### src/hdl/cmfs_pkg.sv
// What this block does
// - chain starts on a clean key press only while idle processor and no tape transfer
// - chain has two time states, each ended by a pulse; last may start a cycle
// - first pulse sets state one; each ~2 us delay gives the next pulse
// - key-held level rises with first pulse and stays while the key is down
// - third pulse sets active and cycle-complete for every key but initialisation
// - all keys but resume clear skip, word-half and major states at first pulse
// - initialisation at second pulse clears processor state and peripheral controllers
// - initialisation third pulse sets mode from switch and forces low field bits
// - power-on clear does the same but always picks basic mode
// - initialisation keeps opcode register but forces its top three bits to one
// - deposit/inspect third pulse loads left switches to address, starts memory, no next-instruction
// - time pulse 2 clears opcode register unless defer, execute or second-execute set
// - state 3 loads right switches (deposit) or memory word (inspect) into buffer
// - state 5 of deposit/inspect clears active and auto-repeat
// - deposit-advance sets own flag, auto-repeat if held, reloads address, writes switches
// - after deposit-advance and release, inspect-advance runs with address carry insert
// - inspect-advance increments address at pulse 1, reads memory, clears flags at 5
// - start-20 loads 20 into counter at second pulse, copies to address, fetch, active
// - start-400 acts like start-20 but begins at 400
// - start-switches loads left switches to counter and field bits from switches 00-01
// - with extended memory, field switches go to instruction buffer high bits
// - a processor cycle begins only when active, cycle-complete and memory idle
//
// package of the console manual sequencer: constants, key and output carriers.
// assumes a 10 MHz clock and msb-first bit numbering of 12-bit words.
package cmfs_pkg;

    // ************************************************************
    // timing
    // ************************************************************
    localparam int CLK_PERIOD_NS = 100;
    localparam int STEP_DELAY_NS = 2000;                    // manual chain step, about 2 us
    localparam int STEP_DELAY_CYC = STEP_DELAY_NS / CLK_PERIOD_NS;
    localparam int TIMER_W = 5;

    // ************************************************************
    // data values and field presets (bit 0 is the msb)
    // ************************************************************
    localparam int WORD_W = 12;
    localparam int FIELD_W = 6;
    localparam int SAVE_W = 7;
    localparam logic [11:0] START20_ADDR = 12'h010;         // bit 07 set, octal 20
    localparam logic [11:0] START400_ADDR = 12'h100;        // bit 03 set, octal 400
    localparam logic [2:0] OPC_TOP_FORCE = 3'h7;            // opcode bits 0..2
    localparam logic [5:0] INSTR_FIELD_PRESET = 6'h04;      // bit 03
    localparam logic [5:0] DATA_FIELD_PRESET = 6'h06;       // bits 03 and 04
    localparam logic [6:0] SAVE_FIELD_PRESET = 7'h01;       // bit 06
    localparam logic MODE_BASIC = 1'b0;
    localparam logic [11:0] WORD_RESET = 12'h000;

    // ************************************************************
    // carriers
    // ************************************************************
    typedef struct packed {
        logic init_key;
        logic deposit_key;
        logic inspect_key;
        logic deposit_advance_key;
        logic inspect_advance_key;
        logic start20_key;
        logic start400_key;
        logic begin_from_switches_key;
        logic resume_key;
    } cmfs_keys_t;

    typedef struct packed {
        logic key_held_level;
        logic manual_pulse_first;
        logic manual_pulse_second;
        logic manual_pulse_third;
        logic manual_state_first;
        logic manual_state_second;
    } cmfs_chain_t;

    typedef struct packed {
        logic skip_clear;
        logic half_clear;
        logic major_clear;
        logic cpu_clear;
        logic periph_clear;
    } cmfs_clears_t;

    typedef enum logic [3:0] {
        OP_NONE, OP_INIT, OP_DEP, OP_INSP, OP_DEPADV,
        OP_INSPADV, OP_ST20, OP_ST400, OP_STSW, OP_RESUME
    } cmfs_op_t;

    typedef enum logic [1:0] {
        CH_IDLE = 2'b00,
        CH_S1   = 2'b01,
        CH_S2   = 2'b11,
        CH_WAIT = 2'b10
    } cmfs_chain_st_t;

endpackage : cmfs_pkg

### src/hdl/cmfs_sync.sv
// two-flop synchroniser for the operator pins.
// assumes the pins are asynchronous levels; nothing reads the first stage but the second.
`timescale 1ns/100ps
module cmfs_sync #(
    parameter int W = 1
) (
    input  wire logic         clk,
    input  wire logic         rst_n,
    input  wire logic [W-1:0] d,
    output logic      [W-1:0] q
);

    logic [W-1:0] meta_r;

    // ************************************************************
    // two stages
    // ************************************************************
    always_ff @(posedge clk or negedge rst_n) begin
        if (!rst_n) begin
            meta_r <= '0;
            q      <= '0;
        end else begin
            meta_r <= d;
            q      <= meta_r;
        end
    end

endmodule : cmfs_sync

### src/hdl/cmfs_sequencer.sv
// console manual function sequencer: key chain, manual ops and cycle hand-off.
// assumes processor time pulses, major states and memory data arrive on clk.
`timescale 1ns/100ps
module cmfs_sequencer (
    input  wire logic                clk,
    input  wire logic                rst_n,
    input  wire cmfs_pkg::cmfs_keys_t keys,
    input  wire logic [11:0]         left_switch_bank,
    input  wire logic [11:0]         right_switch_bank,
    input  wire logic [2:0]          field_switches,
    input  wire logic                mode_switch,
    input  wire logic                auto_switch,
    input  wire logic                ext_mem_fitted,
    input  wire logic                tape_busy,
    input  wire logic                power_clear,
    input  wire logic                tp1,
    input  wire logic                tp2,
    input  wire logic                tp3,
    input  wire logic                tp5,
    input  wire logic                mem_idle,
    input  wire logic                defer_state,
    input  wire logic                execute_state,
    input  wire logic                execute2_state,
    input  wire logic [11:0]         mem_data,
    output cmfs_pkg::cmfs_chain_t    chain,
    output cmfs_pkg::cmfs_clears_t   clears,
    output logic                     active,
    output logic                     cycle_done,
    output logic                     cycle_start,
    output logic                     next_instr_gate,
    output logic                     fetch_set,
    output logic                     mem_write,
    output logic                     auto_repeat,
    output logic                     deposit_adv_flag,
    output logic                     inspect_adv_flag,
    output logic                     mode_reg,
    output logic [11:0]              mem_addr_reg,
    output logic [11:0]              memory_buffer_reg,
    output logic [11:0]              opcode_holding_reg,
    output logic [11:0]              prog_counter,
    output logic [5:0]               instr_buffer_field,
    output logic [5:0]               instr_field_reg,
    output logic [5:0]               data_field_reg,
    output logic [6:0]               save_field_reg
);

    localparam logic [cmfs_pkg::TIMER_W-1:0] STEP_CYC = cmfs_pkg::TIMER_W'(cmfs_pkg::STEP_DELAY_CYC);

    // ************************************************************
    // pin synchronisers
    // ************************************************************
    localparam int SYNC_W = 9 + 12 + 12 + 3 + 5;
    logic [SYNC_W-1:0]    sync_q;
    cmfs_pkg::cmfs_keys_t keys_s;
    logic [11:0]          lsw_s;
    logic [11:0]          rsw_s;
    logic [2:0]           fsw_s;
    logic                 mode_s;
    logic                 auto_s;
    logic                 ext_s;
    logic                 tape_s;
    logic                 pwr_s;

    cmfs_sync #(.W(SYNC_W)) u_sync (
        .clk   (clk),
        .rst_n (rst_n),
        .d     ({keys, left_switch_bank, right_switch_bank, field_switches,
                 mode_switch, auto_switch, ext_mem_fitted, tape_busy, power_clear}),
        .q     (sync_q)
    );

    assign {keys_s, lsw_s, rsw_s, fsw_s, mode_s, auto_s, ext_s, tape_s, pwr_s} = sync_q;

    // ************************************************************
    // key decode and start condition
    // ************************************************************
    cmfs_pkg::cmfs_chain_st_t st_r;
    cmfs_pkg::cmfs_op_t       op_r;
    cmfs_pkg::cmfs_op_t       key_op;
    logic [cmfs_pkg::TIMER_W-1:0] tmr_r;
    logic key_any;
    logic armed_r;
    logic pwr_d_r;
    logic pwr_rise;
    logic pwr_op_r;
    logic start;
    logic step_done;
    logic p0;
    logic p1;
    logic p2;
    logic manual_r;
    logic carry_ins_r;

    // one key at a time is assumed; priority only breaks accidental overlaps
    always_comb begin
        key_op = cmfs_pkg::OP_NONE;
        if (keys_s.init_key)                     key_op = cmfs_pkg::OP_INIT;
        else if (keys_s.deposit_key)             key_op = cmfs_pkg::OP_DEP;
        else if (keys_s.inspect_key)             key_op = cmfs_pkg::OP_INSP;
        else if (keys_s.deposit_advance_key)     key_op = cmfs_pkg::OP_DEPADV;
        else if (keys_s.inspect_advance_key)     key_op = cmfs_pkg::OP_INSPADV;
        else if (keys_s.start20_key)             key_op = cmfs_pkg::OP_ST20;
        else if (keys_s.start400_key)            key_op = cmfs_pkg::OP_ST400;
        else if (keys_s.begin_from_switches_key) key_op = cmfs_pkg::OP_STSW;
        else if (keys_s.resume_key)              key_op = cmfs_pkg::OP_RESUME;
    end

    assign key_any   = |keys_s;
    assign pwr_rise  = pwr_s && !pwr_d_r;
    // power-on clear bypasses the run and tape gating
    assign start     = (st_r == cmfs_pkg::CH_IDLE) &&
                       (pwr_rise || (key_any && armed_r && !active && !tape_s));
    assign step_done = (tmr_r == STEP_CYC - 1'b1);
    assign p0        = start;
    assign p1        = (st_r == cmfs_pkg::CH_S1) && step_done;
    assign p2        = (st_r == cmfs_pkg::CH_S2) && step_done;

    // ************************************************************
    // manual timing chain
    // ************************************************************
    always_ff @(posedge clk or negedge rst_n) begin
        if (!rst_n) begin
            st_r     <= cmfs_pkg::CH_IDLE;
            tmr_r    <= '0;
            op_r     <= cmfs_pkg::OP_NONE;
            pwr_op_r <= 1'b0;
            pwr_d_r  <= 1'b0;
            armed_r  <= 1'b0;
            chain    <= '0;
        end else begin
            pwr_d_r <= pwr_s;
            chain.manual_pulse_first  <= p0;
            chain.manual_pulse_second <= p1;
            chain.manual_pulse_third  <= p2;
            // re-arm only after a release, so a held key cannot restart
            if (start)
                armed_r <= 1'b0;
            else if (!key_any)
                armed_r <= 1'b1;
            if (start && !pwr_rise)
                chain.key_held_level <= 1'b1;
            else if (!key_any)
                chain.key_held_level <= 1'b0;
            unique case (st_r)
                cmfs_pkg::CH_IDLE: begin
                    tmr_r <= '0;
                    if (start) begin
                        st_r     <= cmfs_pkg::CH_S1;
                        op_r     <= pwr_rise ? cmfs_pkg::OP_INIT : key_op;
                        pwr_op_r <= pwr_rise;
                        chain.manual_state_first <= 1'b1;
                    end
                end
                cmfs_pkg::CH_S1: begin
                    tmr_r <= step_done ? '0 : tmr_r + 1'b1;
                    if (step_done) begin
                        st_r <= cmfs_pkg::CH_S2;
                        chain.manual_state_first  <= 1'b0;
                        chain.manual_state_second <= 1'b1;
                    end
                end
                cmfs_pkg::CH_S2: begin
                    tmr_r <= step_done ? '0 : tmr_r + 1'b1;
                    if (step_done) begin
                        st_r <= cmfs_pkg::CH_WAIT;
                        chain.manual_state_second <= 1'b0;
                    end
                end
                cmfs_pkg::CH_WAIT: begin
                    tmr_r <= '0;
                    if (!key_any)
                        st_r <= cmfs_pkg::CH_IDLE;
                end
            endcase
        end
    end

    // ************************************************************
    // clear pulses toward processor and peripherals
    // ************************************************************
    always_ff @(posedge clk or negedge rst_n) begin
        if (!rst_n) begin
            clears <= '0;
        end else begin
            clears.skip_clear   <= p0 && (pwr_rise || key_op != cmfs_pkg::OP_RESUME);
            clears.half_clear   <= p0 && (pwr_rise || key_op != cmfs_pkg::OP_RESUME);
            clears.major_clear  <= p0 && (pwr_rise || key_op != cmfs_pkg::OP_RESUME);
            clears.cpu_clear    <= p1 && (op_r == cmfs_pkg::OP_INIT);
            clears.periph_clear <= p1 && (op_r == cmfs_pkg::OP_INIT);
        end
    end

    // ************************************************************
    // run, cycle and manual-op flags
    // ************************************************************
    always_ff @(posedge clk or negedge rst_n) begin
        if (!rst_n) begin
            active           <= 1'b0;
            cycle_done       <= 1'b0;
            cycle_start      <= 1'b0;
            next_instr_gate  <= 1'b1;
            fetch_set        <= 1'b0;
            auto_repeat      <= 1'b0;
            deposit_adv_flag <= 1'b0;
            inspect_adv_flag <= 1'b0;
            manual_r         <= 1'b0;
            carry_ins_r      <= 1'b0;
        end else begin
            fetch_set   <= 1'b0;
            // cycle begins on all three flags; cycle-complete drops as it does
            cycle_start <= active && cycle_done && mem_idle && !cycle_start;
            if (active && cycle_done && mem_idle && !cycle_start)
                cycle_done <= 1'b0;
            if (p1 && op_r == cmfs_pkg::OP_INIT) begin
                active           <= 1'b0;
                auto_repeat      <= 1'b0;
                deposit_adv_flag <= 1'b0;
                inspect_adv_flag <= 1'b0;
                manual_r         <= 1'b0;
            end
            if (p1 && (op_r == cmfs_pkg::OP_DEPADV || op_r == cmfs_pkg::OP_INSPADV)
                    && auto_s && chain.key_held_level)
                auto_repeat <= 1'b1;
            if (p1 && op_r == cmfs_pkg::OP_DEPADV)
                deposit_adv_flag <= 1'b1;
            if (p1 && op_r == cmfs_pkg::OP_INSPADV)
                inspect_adv_flag <= 1'b1;
            if (p2 && op_r != cmfs_pkg::OP_INIT) begin
                active     <= 1'b1;
                cycle_done <= 1'b1;
                unique case (op_r)
                    cmfs_pkg::OP_DEP, cmfs_pkg::OP_INSP, cmfs_pkg::OP_DEPADV: begin
                        next_instr_gate <= 1'b0;
                        manual_r        <= 1'b1;
                    end
                    cmfs_pkg::OP_INSPADV: begin
                        next_instr_gate <= 1'b0;
                        manual_r        <= 1'b1;
                        carry_ins_r     <= 1'b1;
                    end
                    cmfs_pkg::OP_ST20, cmfs_pkg::OP_ST400, cmfs_pkg::OP_STSW: begin
                        next_instr_gate <= 1'b1;
                        fetch_set       <= 1'b1;
                    end
                    default: next_instr_gate <= 1'b1;
                endcase
            end
            if (tp1 && carry_ins_r)
                carry_ins_r <= 1'b0;
            // end of a manual memory cycle at time pulse 5
            if (tp5 && manual_r) begin
                if (deposit_adv_flag && !chain.key_held_level) begin
                    deposit_adv_flag <= 1'b0;
                    inspect_adv_flag <= 1'b1;
                    carry_ins_r      <= 1'b1;
                    cycle_done       <= 1'b1;
                end else begin
                    active           <= 1'b0;
                    auto_repeat      <= 1'b0;
                    inspect_adv_flag <= 1'b0;
                    deposit_adv_flag <= 1'b0;
                    manual_r         <= 1'b0;
                    next_instr_gate  <= 1'b1;
                end
            end
        end
    end

    // ************************************************************
    // address, counter, buffer and opcode registers
    // ************************************************************
    always_ff @(posedge clk or negedge rst_n) begin
        if (!rst_n) begin
            mem_addr_reg       <= cmfs_pkg::WORD_RESET;
            memory_buffer_reg  <= cmfs_pkg::WORD_RESET;
            opcode_holding_reg <= cmfs_pkg::WORD_RESET;
            prog_counter       <= cmfs_pkg::WORD_RESET;
            mem_write          <= 1'b0;
        end else begin
            mem_write <= 1'b0;
            if (p1) begin
                unique case (op_r)
                    cmfs_pkg::OP_INIT: begin
                        mem_addr_reg      <= cmfs_pkg::WORD_RESET;
                        memory_buffer_reg <= cmfs_pkg::WORD_RESET;
                        prog_counter      <= cmfs_pkg::WORD_RESET;
                        // opcode kept, only its top bits forced
                        opcode_holding_reg[11:9] <= cmfs_pkg::OPC_TOP_FORCE;
                    end
                    cmfs_pkg::OP_ST20:  prog_counter <= cmfs_pkg::START20_ADDR;
                    cmfs_pkg::OP_ST400: prog_counter <= cmfs_pkg::START400_ADDR;
                    cmfs_pkg::OP_STSW:  prog_counter <= lsw_s;
                    default: ;
                endcase
            end else if (p2) begin
                unique case (op_r)
                    cmfs_pkg::OP_DEP, cmfs_pkg::OP_INSP: mem_addr_reg <= lsw_s;
                    cmfs_pkg::OP_DEPADV: mem_addr_reg <= mem_addr_reg;
                    cmfs_pkg::OP_ST20, cmfs_pkg::OP_ST400, cmfs_pkg::OP_STSW:
                        mem_addr_reg <= prog_counter;
                    default: ;
                endcase
            end else if (tp1 && carry_ins_r) begin
                mem_addr_reg <= mem_addr_reg + 12'h001;
            end
            if (tp2 && !defer_state && !execute_state && !execute2_state)
                opcode_holding_reg <= cmfs_pkg::WORD_RESET;
            if (tp3 && manual_r) begin
                if (inspect_adv_flag || (!deposit_adv_flag && op_r == cmfs_pkg::OP_INSP)) begin
                    memory_buffer_reg <= mem_data;
                end else begin
                    memory_buffer_reg <= rsw_s;
                    mem_write         <= 1'b1;
                end
            end
        end
    end

    // ************************************************************
    // mode and memory field registers
    // ************************************************************
    always_ff @(posedge clk or negedge rst_n) begin
        if (!rst_n) begin
            mode_reg           <= cmfs_pkg::MODE_BASIC;
            instr_buffer_field <= '0;
            instr_field_reg    <= '0;
            data_field_reg     <= '0;
            save_field_reg     <= '0;
        end else begin
            if (p1 && op_r == cmfs_pkg::OP_INIT) begin
                instr_buffer_field <= '0;
                instr_field_reg    <= '0;
                data_field_reg     <= '0;
                save_field_reg     <= '0;
            end
            if (p2 && op_r == cmfs_pkg::OP_INIT) begin
                // power-on always lands in basic mode
                mode_reg           <= pwr_op_r ? cmfs_pkg::MODE_BASIC : mode_s;
                instr_buffer_field <= instr_buffer_field | cmfs_pkg::INSTR_FIELD_PRESET;
                instr_field_reg    <= instr_field_reg | cmfs_pkg::INSTR_FIELD_PRESET;
                data_field_reg     <= data_field_reg | cmfs_pkg::DATA_FIELD_PRESET;
                save_field_reg     <= save_field_reg | cmfs_pkg::SAVE_FIELD_PRESET;
            end
            if (p1 && op_r == cmfs_pkg::OP_STSW) begin
                instr_buffer_field[2:1] <= lsw_s[11:10];
                instr_field_reg[2:1]    <= lsw_s[11:10];
                if (ext_s)
                    instr_buffer_field[5:3] <= fsw_s;
            end
        end
    end

endmodule : cmfs_sequencer

### config.mk
export PLATFORM = sky130hd
export DESIGN_NAME = cmfs_sequencer
export DESIGN_NICKNAME = d
export VERILOG_FILES = /design/src/hdl/cmfs_pkg.sv /design/src/hdl/cmfs_sync.sv /design/src/hdl/cmfs_sequencer.sv
export SDC_FILE = /design/constraint.sdc
export NUM_CORES = 1
export LEC_CHECK = 0
export ABC_AREA = 1
export BUFFER_PORTS_ARGS = -buffer_cell sky130_fd_sc_hd__buf_2
export CORE_AREA = 2 2 109 111
export DETAILED_ROUTE_END_ITERATION = 10
export DIE_AREA = 0 0 111 113
export PLACE_DENSITY = 0.92
export SYNTH_ARGS = -nofsm -noshare
export SYNTH_HDL_FRONTEND = slang
export SYNTH_HIERARCHICAL = 1
export SYNTH_SLANG_ARGS = --single-unit
### constraint.sdc
create_clock -name clk -period 3.8 [get_ports clk]
set_input_delay 0.38 -clock clk [delete_from_list [all_inputs] [get_ports clk]]
set_output_delay 0.38 -clock clk [all_outputs]
set_load 0.01 [all_outputs]
==> summary.md, run 1 <==
| Metric | Value |
|---|---|
| Fraction of layout cells with a size suffix above 1 | `26.1%` |
| Worst Path Arrival | `2.47 ns` |
| Commonest cells in the netlist | `dfrtp_1 (158), nand2_1 (121), inv_1 (57), nor2_1 (53), nand3_1 (44)` |
| Top-area cell type share of the netlist area | `62.7%` |
| Full die area | `12,500 sq um` |
| NumNets Final | `806` |
| Total global routing overflow | `0` |
| Async S/R FF share, synth | `100%` |
| Main synth FF type | `dfrtp_1` |
| Worst Path Buf+Inv | `1` |
| Count leader, synth | `dfrtp_1` |
| Port bufs | `132` |
| Setup ws final | `1.66 ns` |
| Final Hold Viols | `0` |
| Synth Instances | `613` |
| Die height | `113 um` |
| Register area share after synthesis | `63.1%` |
| Die X | `111 um` |
| Critical Path Most Common Cell | `nand2_1` |
| CP delay by family, top | `compound AO/OA/AOI/OAI gates` |
| Synth Area per Inst | `10.3 sq um` |
| Critical path type | `flip-flop to flip-flop` |
| Ant diodes | `0` |
| Drt pass-1 iters | `5` |
| RSZ-0062 raised after global routing | `false` |
| Routability Congestion | `0.862` |
| Slowest CP cell | `o21ai_2` |
| Post-CTS sizing | `0` |
| Placement Setup Slack | `1.74 ns` |
| Initial antenna violation count | `0` |
| Final setup vio count | `0` |
| Clk_skew | `0.00672 ns` |
| Post-CTS Setup Bufs | `0` |
| Critical path launch point type | `flip-flop` |
| Cts hold-fix bufs | `0` |
| Synth area leader | `dfrtp_1` |
| Crit-path max FO | `23` |
| Cell Pwr Density | `641 nW/um^2` |
| Rel. slew slack | `27.3%` |
| I/O pins | `157` |
| Core ar. | `11,300 sq um` |
| Root buffer cell | `clkbuf_16` |
| Num CTS Buffers | `17` |
| Total track usage | `22.5%` |
| Clock latency on the worst-skew pair | `0.41 ns` |
| Largest net degree at the start of global routing | `129` |
| # rows | `39` |
| Slowest stage delay, CP | `0.66 ns` |
| Synthesis Warnings | `6` |
| Design Power | `4.77 mW` |
| Vias/cell | `5.21` |
| Achievable Freq | `467 MHz` |
| CP Cell Sequence | `inv_1, nor2_1, nand2_2, nand2_1, o21ai_2, nand2_1, o21ai_1` |
| Area growth syn-to-layout | `18.1%` |
| Final Cycle Share | `56.4%` |
| P_leak | `3.91 nW` |
| Vias in the first global route | `4,589` |
| EDFF count, synth | `0` |
| Critical Path RT | `4.13 ns` |
| # Max-Cap Violations | `0` |
| Top post-synthesis cells by area | `dfrtp_1 (63%), nand2_1 (7.2%), buf_4 (3.9%)` |
| Post-layout util | `66.0%` |
| Vias post-DR | `4,663` |
| Initial Utilization | `55.9%` |
| Mapped Area | `6300 sq um` |
| Routed Antenna Nets | `0` |
| CTS H-Tree Depth | `4` |
| CTS tree | `yes` |
| Initial DRC count | `321` |
| Hold Path Class | `input port to flip-flop` |
| Regs by FF count | `u_sync/meta_r x41, u_sync/q x41` |
| Max Slew Vio Count | `0` |
| Critical Path End Type | `flip-flop` |
| Worst-path clk slew | `0.06 ns` |
| CTS Buffer Depth | `2` |
| Global-route wire length before repair | `22,100 um` |
| CTS sink count | `159` |
| Post-Route WL | `13,500 um` |
| Tmin final | `2.14 ns` |
| DP HPWL | `9460 um` |
| Outcome | `finished, final reports clean` |
| Synthesized flop and latch total | `159` |
| Least-Margin Pin Slew | `1.09 ns` |
| Routed len/inst | `15.1 um` |
| Count of cell types in the netlist | `37` |
| Fin Setup TNS | `0 ns` |
| DRC | `0` |
| VDD IR max | `431 uV` |
## logic make-up after synthesis
| kind of cell | Yosys count | synth area share (%) |
|---|---|---|
| AND/OR/NAND/NOR | 248 | 17.9 |
| flip-flops | 159 | 63.1 |
| buffers and inverters | 110 | 9.49 |
| other | 1 | 0.0595 |
| XOR/XNOR | 6 | 0.834 |
| AO/OA/AOI/OAI | 87 | 8.18 |
| adder cells (fa/ha/maj) | 2 | 0.397 |
## power breakdown
group | internal [mW] | switching (mW)
Sequential | 1.94 | 0.206
Combinational | 0.374 | 0.646
Clock | 0.990 | 0.612
Total | 3.31 | 1.46
## final cells by class
class	count	area, sq um
sequential	159	3980
inverter	62	234
clock buffer	23	468
multi-input combinational	367	1810
timing repair buffer	134	682
fill	829	3830
tap	143	179
clock inverter	7	87.6
## stage by stage
step | std cells | hold slack [ns] | area [sq um]
after floorplan | 636 | 0.0844 | 6390
after global placement | 865 | 0.332 | 6890
after detailed placement | 865 | 0.335 | 6890
after CTS | 895 | 0.0616 | 7440
after global routing | 895 | 0.0555 | 7440
final | 895 | 0.0725 | 7440
## layout by cell type (no fill, tap or decap), drive strengths merged, types with 2 or more instances in the layout
cell type / count
nor2: 57
o21ai: 43
inv: 60
clkbuf: 23
clkinv: 6
nand3: 52
nand4: 7
o31ai: 12
xor2: 3
buf: 134
conb: 24
ha: 2
a21oi: 30
nand2: 126
dfrtp: 158
bufinv: 2
xnor2: 3
nor3: 4
## final timing paths
path	to	depth (start not counted)	slack (ns)	start
worst min-delay path	u_sync/meta_r[14]	1	0.07	right_switch_bank[6]
worst max register to register	prog_counter[3]	7	1.66	op_r[3]
max in group asynchronous	prog_counter[7]	2	2.76	rst_n
min in group asynchronous	u_sync/meta_r[8]	1	0.15	rst_n
worst min register to register	u_sync/q[35]	0	0.35	u_sync/meta_r[35]
worst max-delay path	prog_counter[3]	7	1.66	op_r[3]
## per-layer routing
layer | GRT usage (%) | share of wire [%]
met5 | 0 | 0
met2 | 37.3 | 50
met1 | 27.9 | 40
met3 | 6.00 | 7.6
met4 | 10.6 | 2.8
No activity file was read; power rests on OpenSTA's default activity.
==> run 2, diff against run 1 <==
--- a/config.mk
+++ b/config.mk
@@ -7,10 +7,10 @@
 export LEC_CHECK = 0
 export ABC_AREA = 1
 export BUFFER_PORTS_ARGS = -buffer_cell sky130_fd_sc_hd__buf_2
-export CORE_AREA = 2 2 109 111
+export CORE_AREA = 2 2 113 115
 export DETAILED_ROUTE_END_ITERATION = 10
-export DIE_AREA = 0 0 111 113
-export PLACE_DENSITY = 0.92
+export DIE_AREA = 0 0 115 117
+export PLACE_DENSITY = 0.87
 export SYNTH_ARGS = -nofsm -noshare
 export SYNTH_HDL_FRONTEND = slang
 export SYNTH_HIERARCHICAL = 1
==> constraint.sdc (replaced) <==
create_clock -name clk -period 2.05 [get_ports clk]
set_input_delay 0.205 -clock clk [delete_from_list [all_inputs] [get_ports clk]]
set_output_delay 0.205 -clock clk [all_outputs]
set_load 0.01 [all_outputs]
==> summary.md, run 2 (synthesized netlist as in run 1, its figures left out) <==
| Metric | Value |
|---|---|
| Critical Path Start | `tmr_r[0]` |
| Total track usage | `23.1% (+0.61 points)` |
| Worst reg2reg startpoint | `tmr_r[0]` |
| Max Slew Vio Count | `0 (unchanged)` |
| Top Metal Used | `met4` |
| Initial Utilization | `51.2% (-4.7 points)` |
| Final setup vio count | `0 (unchanged)` |
| Vias in the first global route | `4,861 (+5.9%)` |
| # rows | `41 (+5.1%)` |
| Root buffer cell | `clkbuf_16` |
| Critical path type | `flip-flop to flip-flop` |
| Critical path launch point type | `flip-flop` |
| CTS H-Tree Depth | `4 (unchanged)` |
| Met2 WL post-DR | `7440 um (+11%)` |
| Total global routing overflow | `0 (unchanged)` |
| CTS tree | `yes` |
| Die height | `117 um (+3.5%)` |
| Cell Pwr Density | `1140 nW/um^2 (+78%)` |
| Largest net degree at the start of global routing | `54 (-58%)` |
| Fraction of layout cells with a size suffix above 1 | `25.8% (-0.25 points)` |
| Worst-path clk slew | `0.06 ns (about the same)` |
| # Max-Cap Violations | `0 (unchanged)` |
| Worst Path Arrival | `2.17 ns (-0.30 ns)` |
| Fin Setup TNS | `0 ns (unchanged)` |
| Regs by FF count | `u_sync/meta_r x41, u_sync/q x41` |
| Initial antenna violation count | `0 (unchanged)` |
| Area growth syn-to-layout | `26.5%` |
| Post-Route WL | `14,400 um (+6.9%)` |
| DP HPWL | `9790 um (+3.5%)` |
| CTS sink count | `159 (unchanged)` |
| Slowest stage delay, CP | `0.36 ns (-0.30 ns)` |
| CP endpoint | `memory_buffer_reg[9]` |
| Clock latency on the worst-skew pair | `0.41 ns (about the same)` |
| P_leak | `4.13 nW (+5.5%)` |
| Dpl cell area | `6950 sq um (+0.96%)` |
| Routed Antenna Nets | `0 (unchanged)` |
| I/O pins | `157 (unchanged)` |
| Ant diodes | `0 (unchanged)` |
| RSZ-0062 raised after global routing | `false` |
| Global-route wire length before repair | `23,600 um (+7.0%)` |
| Slowest CP cell | `dfrtp_1` |
| NumNets Final | `854 (+6.0%)` |
| Area occupied by registers | `3980 sq um (unchanged)` |
| Routability Congestion | `0.902 (+4.7%)` |
| Critical Path RT | `2.31 ns (-1.82 ns)` |
| # fillers | `907 (+9.4%)` |
| Least-Margin Pin Slew | `0.718 ns (-0.372 ns)` |
| Rel. slew slack | `52.0% (+25 points)` |
| CTS Buffer Depth | `2 (unchanged)` |
| Port bufs | `132 (unchanged)` |
| Crit-path max FO | `21 (-8.7%)` |
| Beginning of the worst hold path | `execute2_state` |
| Met1 WL | `5730 um (+5.7%)` |
| Drt pass-1 iters | `7 (+2)` |
| Post-CTS Setup Bufs | `0 (unchanged)` |
| Final Hold Viols | `0 (unchanged)` |
| Clk_skew | `0.00577 ns (-0.000954 ns)` |
| Reg2reg setup slack | `0.14 ns (-1.52 ns)` |
| Outcome | `finished, final reports clean` |
| Hold Path Class | `input port to flip-flop` |
| Num CTS Buffers | `17 (unchanged)` |
| Die X | `115 um (+3.6%)` |
| Routed len/inst | `15.2 um (+0.53%)` |
| Vias post-DR | `4,890 (+4.9%)` |
| Post-layout util | `64.8% (-1.3 points)` |
| Full die area | `13,500 sq um (+7.3%)` |
| Most common cell after layout, fill and taps aside | `dfrtp_1` |
| Post-Layout Cell Count | `952 (+6.4%)` |
| Vias/cell | `5.14 (-1.4%)` |
| FF-to-FF End | `memory_buffer_reg[9]` |
| CP Cell Sequence | `ha_1, nand2_2, nor3_4, nand2_4, nor2_4, inv_2, nand3_1, o31ai_1` |
| Multi-input logic area | `1810 sq um (unchanged)` |
| Critical Path End Type | `flip-flop` |
| Achievable Freq | `524 MHz (+12%)` |
| Commonest non-fill, non-tap cells in the layout | `dfrtp_1 (158), buf_2 (131), nand2_1 (121)` |
| Core ar. | `12,300 sq um (+9.2%)` |
| DRC | `0 (unchanged)` |
| Initial DRC count | `363 (+13%)` |
| Met3 WL | `977 um (-4.6%)` |
| Final Cycle Share | `93.0% (+37 points)` |
| Tmin final | `1.91 ns (-0.234 ns)` |
| Placed Cells | `878 (+1.5%)` |
| Fin area | `7970 sq um (+7.1%)` |
| Worst-case reg-to-reg path depth | `8 (+1)` |
| VDD IR max | `720 uV (+67%)` |
run 2: cell types whose count changed in the layout (fill, tap and decap cells not counted), sizes merged:
cell / before / now
buf: 134 / 140
clkbuf: 23 / 18
clkinvlp: 1 / 5
dlygate4sd3: 0 / 42
clkinv: 6 / 8
bufinv: 2 / 3
run 2: area by class of cell:
type                       instances  area share [%]
clock inverter                    14            2.12
inverter                          62            2.93
multi-input combinational        367            22.7
sequential                       159            49.9
timing repair buffer             182            14.5
tap                              150            2.35
clock buffer                      18            5.38
run 2: timing repair:
item | CTS | global route
endpoints found under the setup margin | 0 | 0
hold buffers | 42 | 0
endpoints found under the hold margin | 87 | 0
gates resized for setup | 0 | 0
run 2: report_power, final:
group | leakage (nW) | total (mW) | switching, mW | internal (mW)
registers | 1.96 | 4.00 | 0.397 | 3.60
clock network | 0.278 | 3.15 | 1.24 | 1.91
logic | 1.89 | 1.96 | 1.21 | 0.758
total | 4.13 | 9.12 | 2.85 | 6.27
run 2: metrics by stage:
stage / power, mW / hold slack (ns) / setup slack [ns]
after floorplan: 5.28 / -0.0906 / 0.419
after detailed placement: 5.93 / 0.171 / 0.171
after global routing: 9.62 / 0.0443 / 0.00598
after CTS: 9.13 / 0.0288 / 0.161
final: 9.12 / 0.0458 / 0.143
after global placement: 5.84 / 0.166 / 0.263
run 2: routing by layer:
metal / vias up / global-route usage, %
met2: 229 / 39.6
met1: 2368 / 28.3
met5: - / 0
met3: 28 / 5.97
li1: 2265 / -
met4: 0 / 9.24
run 2: worst min-delay path by stage:
stage,cells after the start,to
after global routing,3,opcode_holding_reg[10]
after global placement,1,u_sync/meta_r[19]
final,3,opcode_holding_reg[10]
after detailed placement,1,u_sync/meta_r[19]
after floorplan,0,active
after CTS,3,opcode_holding_reg[10]
run 2: critical path: cells and delay by family, from the launching register on:
kind / cells / cell delay (ns)
compound gates: 1 / 0.11
fa+ha+maj: 1 / 0.29
buf+inv: 1 / 0.18
flops: 1 / 0.36
simple gates: 5 / 0.81
==> run 3, diff against run 2 <==
--- a/config.mk
+++ b/config.mk
@@ -10,6 +10,7 @@
 export CORE_AREA = 2 2 113 115
 export DETAILED_ROUTE_END_ITERATION = 10
 export DIE_AREA = 0 0 115 117
+export HOLD_SLACK_MARGIN = 0.12
 export PLACE_DENSITY = 0.87
 export SYNTH_ARGS = -nofsm -noshare
 export SYNTH_HDL_FRONTEND = slang
==> summary.md, run 3 (synthesized netlist as in run 1, its figures left out) <==
| Metric | Value |
|---|---|
| NumNets Final | `869 (+1.8%)` |
| Commonest non-fill, non-tap cells in the layout | `dfrtp_1 (158), buf_2 (131), nand2_1 (121)` |
| Post-CTS sizing | `0 (unchanged)` |
| Slowest CP cell | `dfrtp_1` |
| Worst-path clk slew | `0.06 ns (about the same)` |
| Rel. slew slack | `51.0% (-0.98 points)` |
| Total track usage | `24.1% (+1.0 points)` |
| CTS sink count | `159 (unchanged)` |
| Routability Congestion | `0.902 (unchanged)` |
| Achievable Freq | `524 MHz (-0.12%)` |
| CP delay by family, top | `simple AND/OR/NAND/NOR gates` |
| Vias/cell | `5.18 (+0.82%)` |
| Worst reg2reg startpoint | `tmr_r[0]` |
| Routed Antenna Nets | `0 (unchanged)` |
| Post-layout util | `66.0% (+1.2 points)` |
| Root buffer cell | `clkbuf_16` |
| # Max-Cap Violations | `0 (unchanged)` |
| Total global routing overflow | `0 (unchanged)` |
| Crit path depth | `9 (+1)` |
| Critical path type | `flip-flop to flip-flop` |
| Fin area | `8120 sq um (+1.9%)` |
| Critical Path Most Common Cell | `nand2_2` |
| CTS Buffer Depth | `2 (unchanged)` |
| DP HPWL | `9790 um (unchanged)` |
| # rows | `41 (unchanged)` |
| Max Slew Vio Count | `0 (unchanged)` |
| Design Power | `9.16 mW (+0.48%)` |
| Full die area | `13,500 sq um (unchanged)` |
| Worst Path Buf+Inv | `0 (-1)` |
| Tmin final | `1.91 ns (+0.00228 ns)` |
| Clock latency on the worst-skew pair | `0.41 ns (about the same)` |
| Reg2reg setup slack | `0.14 ns (about the same)` |
| Port bufs | `132 (unchanged)` |
| Drt pass-1 iters | `5 (-2)` |
| Final setup vio count | `0 (unchanged)` |
| FF-to-FF End | `mem_addr_reg[8]` |
| Clk_skew | `0.00684 ns (+0.00108 ns)` |
| Hold Path Class | `input port to flip-flop` |
| Num CTS Buffers | `17 (unchanged)` |
| Worst Path Arrival | `2.26 ns (+0.09 ns)` |
| Die height | `117 um (unchanged)` |
| P_leak | `4.19 nW (+1.6%)` |
| Final Cycle Share | `93.1% (+0.11 points)` |
| DRC | `0 (unchanged)` |
| Hold depth | `3 (unchanged)` |
| Worst Hold End | `memory_buffer_reg[11]` |
| Critical Path End Type | `flip-flop` |
| Critical Path RT | `2.40 ns (+0.09 ns)` |
| Area growth syn-to-layout | `28.8%` |
| Largest net degree at the start of global routing | `54 (unchanged)` |
| CTS tree | `yes` |
| CP Cell Sequence | `ha_1, nand2_2, nor3_4, nand2_4, nand2_2, o21ai_2, nor2_4, nand3_1, nand2_1` |
| Global-route wire length before repair | `24,500 um (+3.8%)` |
| I/O pins | `157 (unchanged)` |
| Initial antenna violation count | `0 (unchanged)` |
| Routed len/inst | `15.4 um (+1.8%)` |
| Core ar. | `12,300 sq um (unchanged)` |
| Post-Route WL | `14,900 um (+3.4%)` |
| Critical path launch point type | `flip-flop` |
| Fin Setup TNS | `0 ns (unchanged)` |
| Cell Pwr Density | `1130 nW/um^2 (-1.4%)` |
| Beginning of the worst hold path | `mem_data[11]` |
| Vias in the first global route | `4,984 (+2.5%)` |
| Worst-case reg-to-reg path depth | `9 (+1)` |
| Area occupied by registers | `3980 sq um (unchanged)` |
| Outcome | `finished, final reports clean` |
| Regs by FF count | `u_sync/meta_r x41, u_sync/q x41` |
| Initial Utilization | `51.2% (unchanged)` |
| Most common cell after layout, fill and taps aside | `dfrtp_1` |
| # fillers | `882 (-2.8%)` |
| Fraction of layout cells with a size suffix above 1 | `25.3% (-0.47 points)` |
| Initial DRC count | `355 (-2.2%)` |
| Multi-input logic area | `1810 sq um (unchanged)` |
| VDD IR max | `590 uV (-18%)` |
| Slowest stage delay, CP | `0.36 ns (about the same)` |
| Crit-path max FO | `12 (-43%)` |
| Vias post-DR | `5,008 (+2.4%)` |
| Dpl cell area | `6950 sq um (unchanged)` |
| RSZ-0062 raised after global routing | `false` |
| Ant diodes | `0 (unchanged)` |
| Final Hold Viols | `0 (unchanged)` |
| Die X | `115 um (unchanged)` |
| CTS H-Tree Depth | `4 (unchanged)` |
| Least-Margin Pin Slew | `0.733 ns (+0.0146 ns)` |
[run 3: report_power, final]
group | leakage [nW] | internal [mW] | switching, mW
registers | 1.96 | 3.60 | 0.401
clock network | 0.278 | 1.91 | 1.24
logic | 1.95 | 0.776 | 1.23
[run 3: worst max-delay path by stage]
stage	end	slack, ns	start
detailed placement	mem_addr_reg[8]	0.17	tmr_r[0]
finish	mem_addr_reg[8]	0.14	tmr_r[0]
floorplan	mem_addr_reg[8]	0.42	tmr_r[0]
CTS	mem_addr_reg[8]	0.16	tmr_r[0]
global placement	mem_addr_reg[8]	0.26	tmr_r[0]
global route	memory_buffer_reg[4]	0.002	tmr_r[0]
[run 3: layout make-up]
class / count / share of cell area (%)
Clock buffer: 18 / 5.28
Multi-Input combinational cell: 367 / 22.3
Inverter: 62 / 2.88
Timing Repair Buffer: 197 / 16.1
Sequential cell: 159 / 49.0
Tap cell: 150 / 2.31
Clock inverter: 14 / 2.08
[run 3: worst reg2reg max path, stage by stage, from the launching register on]
cell	delay (ns)
dfrtp_1	0.36
ha_1	0.29
nand2_2	0.10
nor3_4	0.26
nand2_4	0.13
nand2_2	0.09
o21ai_2	0.07
nor2_4	0.33
nand3_1	0.14
nand2_1	0.09
[run 3: routing by layer]
metal / wire length, um / GRT usage [%]
met5: 0 / 0
met4: 346 / 9.00
met3: 1050 / 6.90
met2: 7740 / 41.5
met1: 5790 / 29.2
[run 3: timing repair]
item                                   CTS  global route
endpoints found under the hold margin  102             0
buffers inserted                         0             0
hold buffers                            57             0
[run 3: stage by stage]
stage                     hold slack [ns]  instances  worst slack, ns
after floorplan                   -0.0906        636            0.419
after global placement              0.166        878            0.263
after detailed placement            0.171        878            0.171
after CTS                           0.140        967            0.161
after global routing                0.187        967          0.00200
final                               0.157        967            0.140
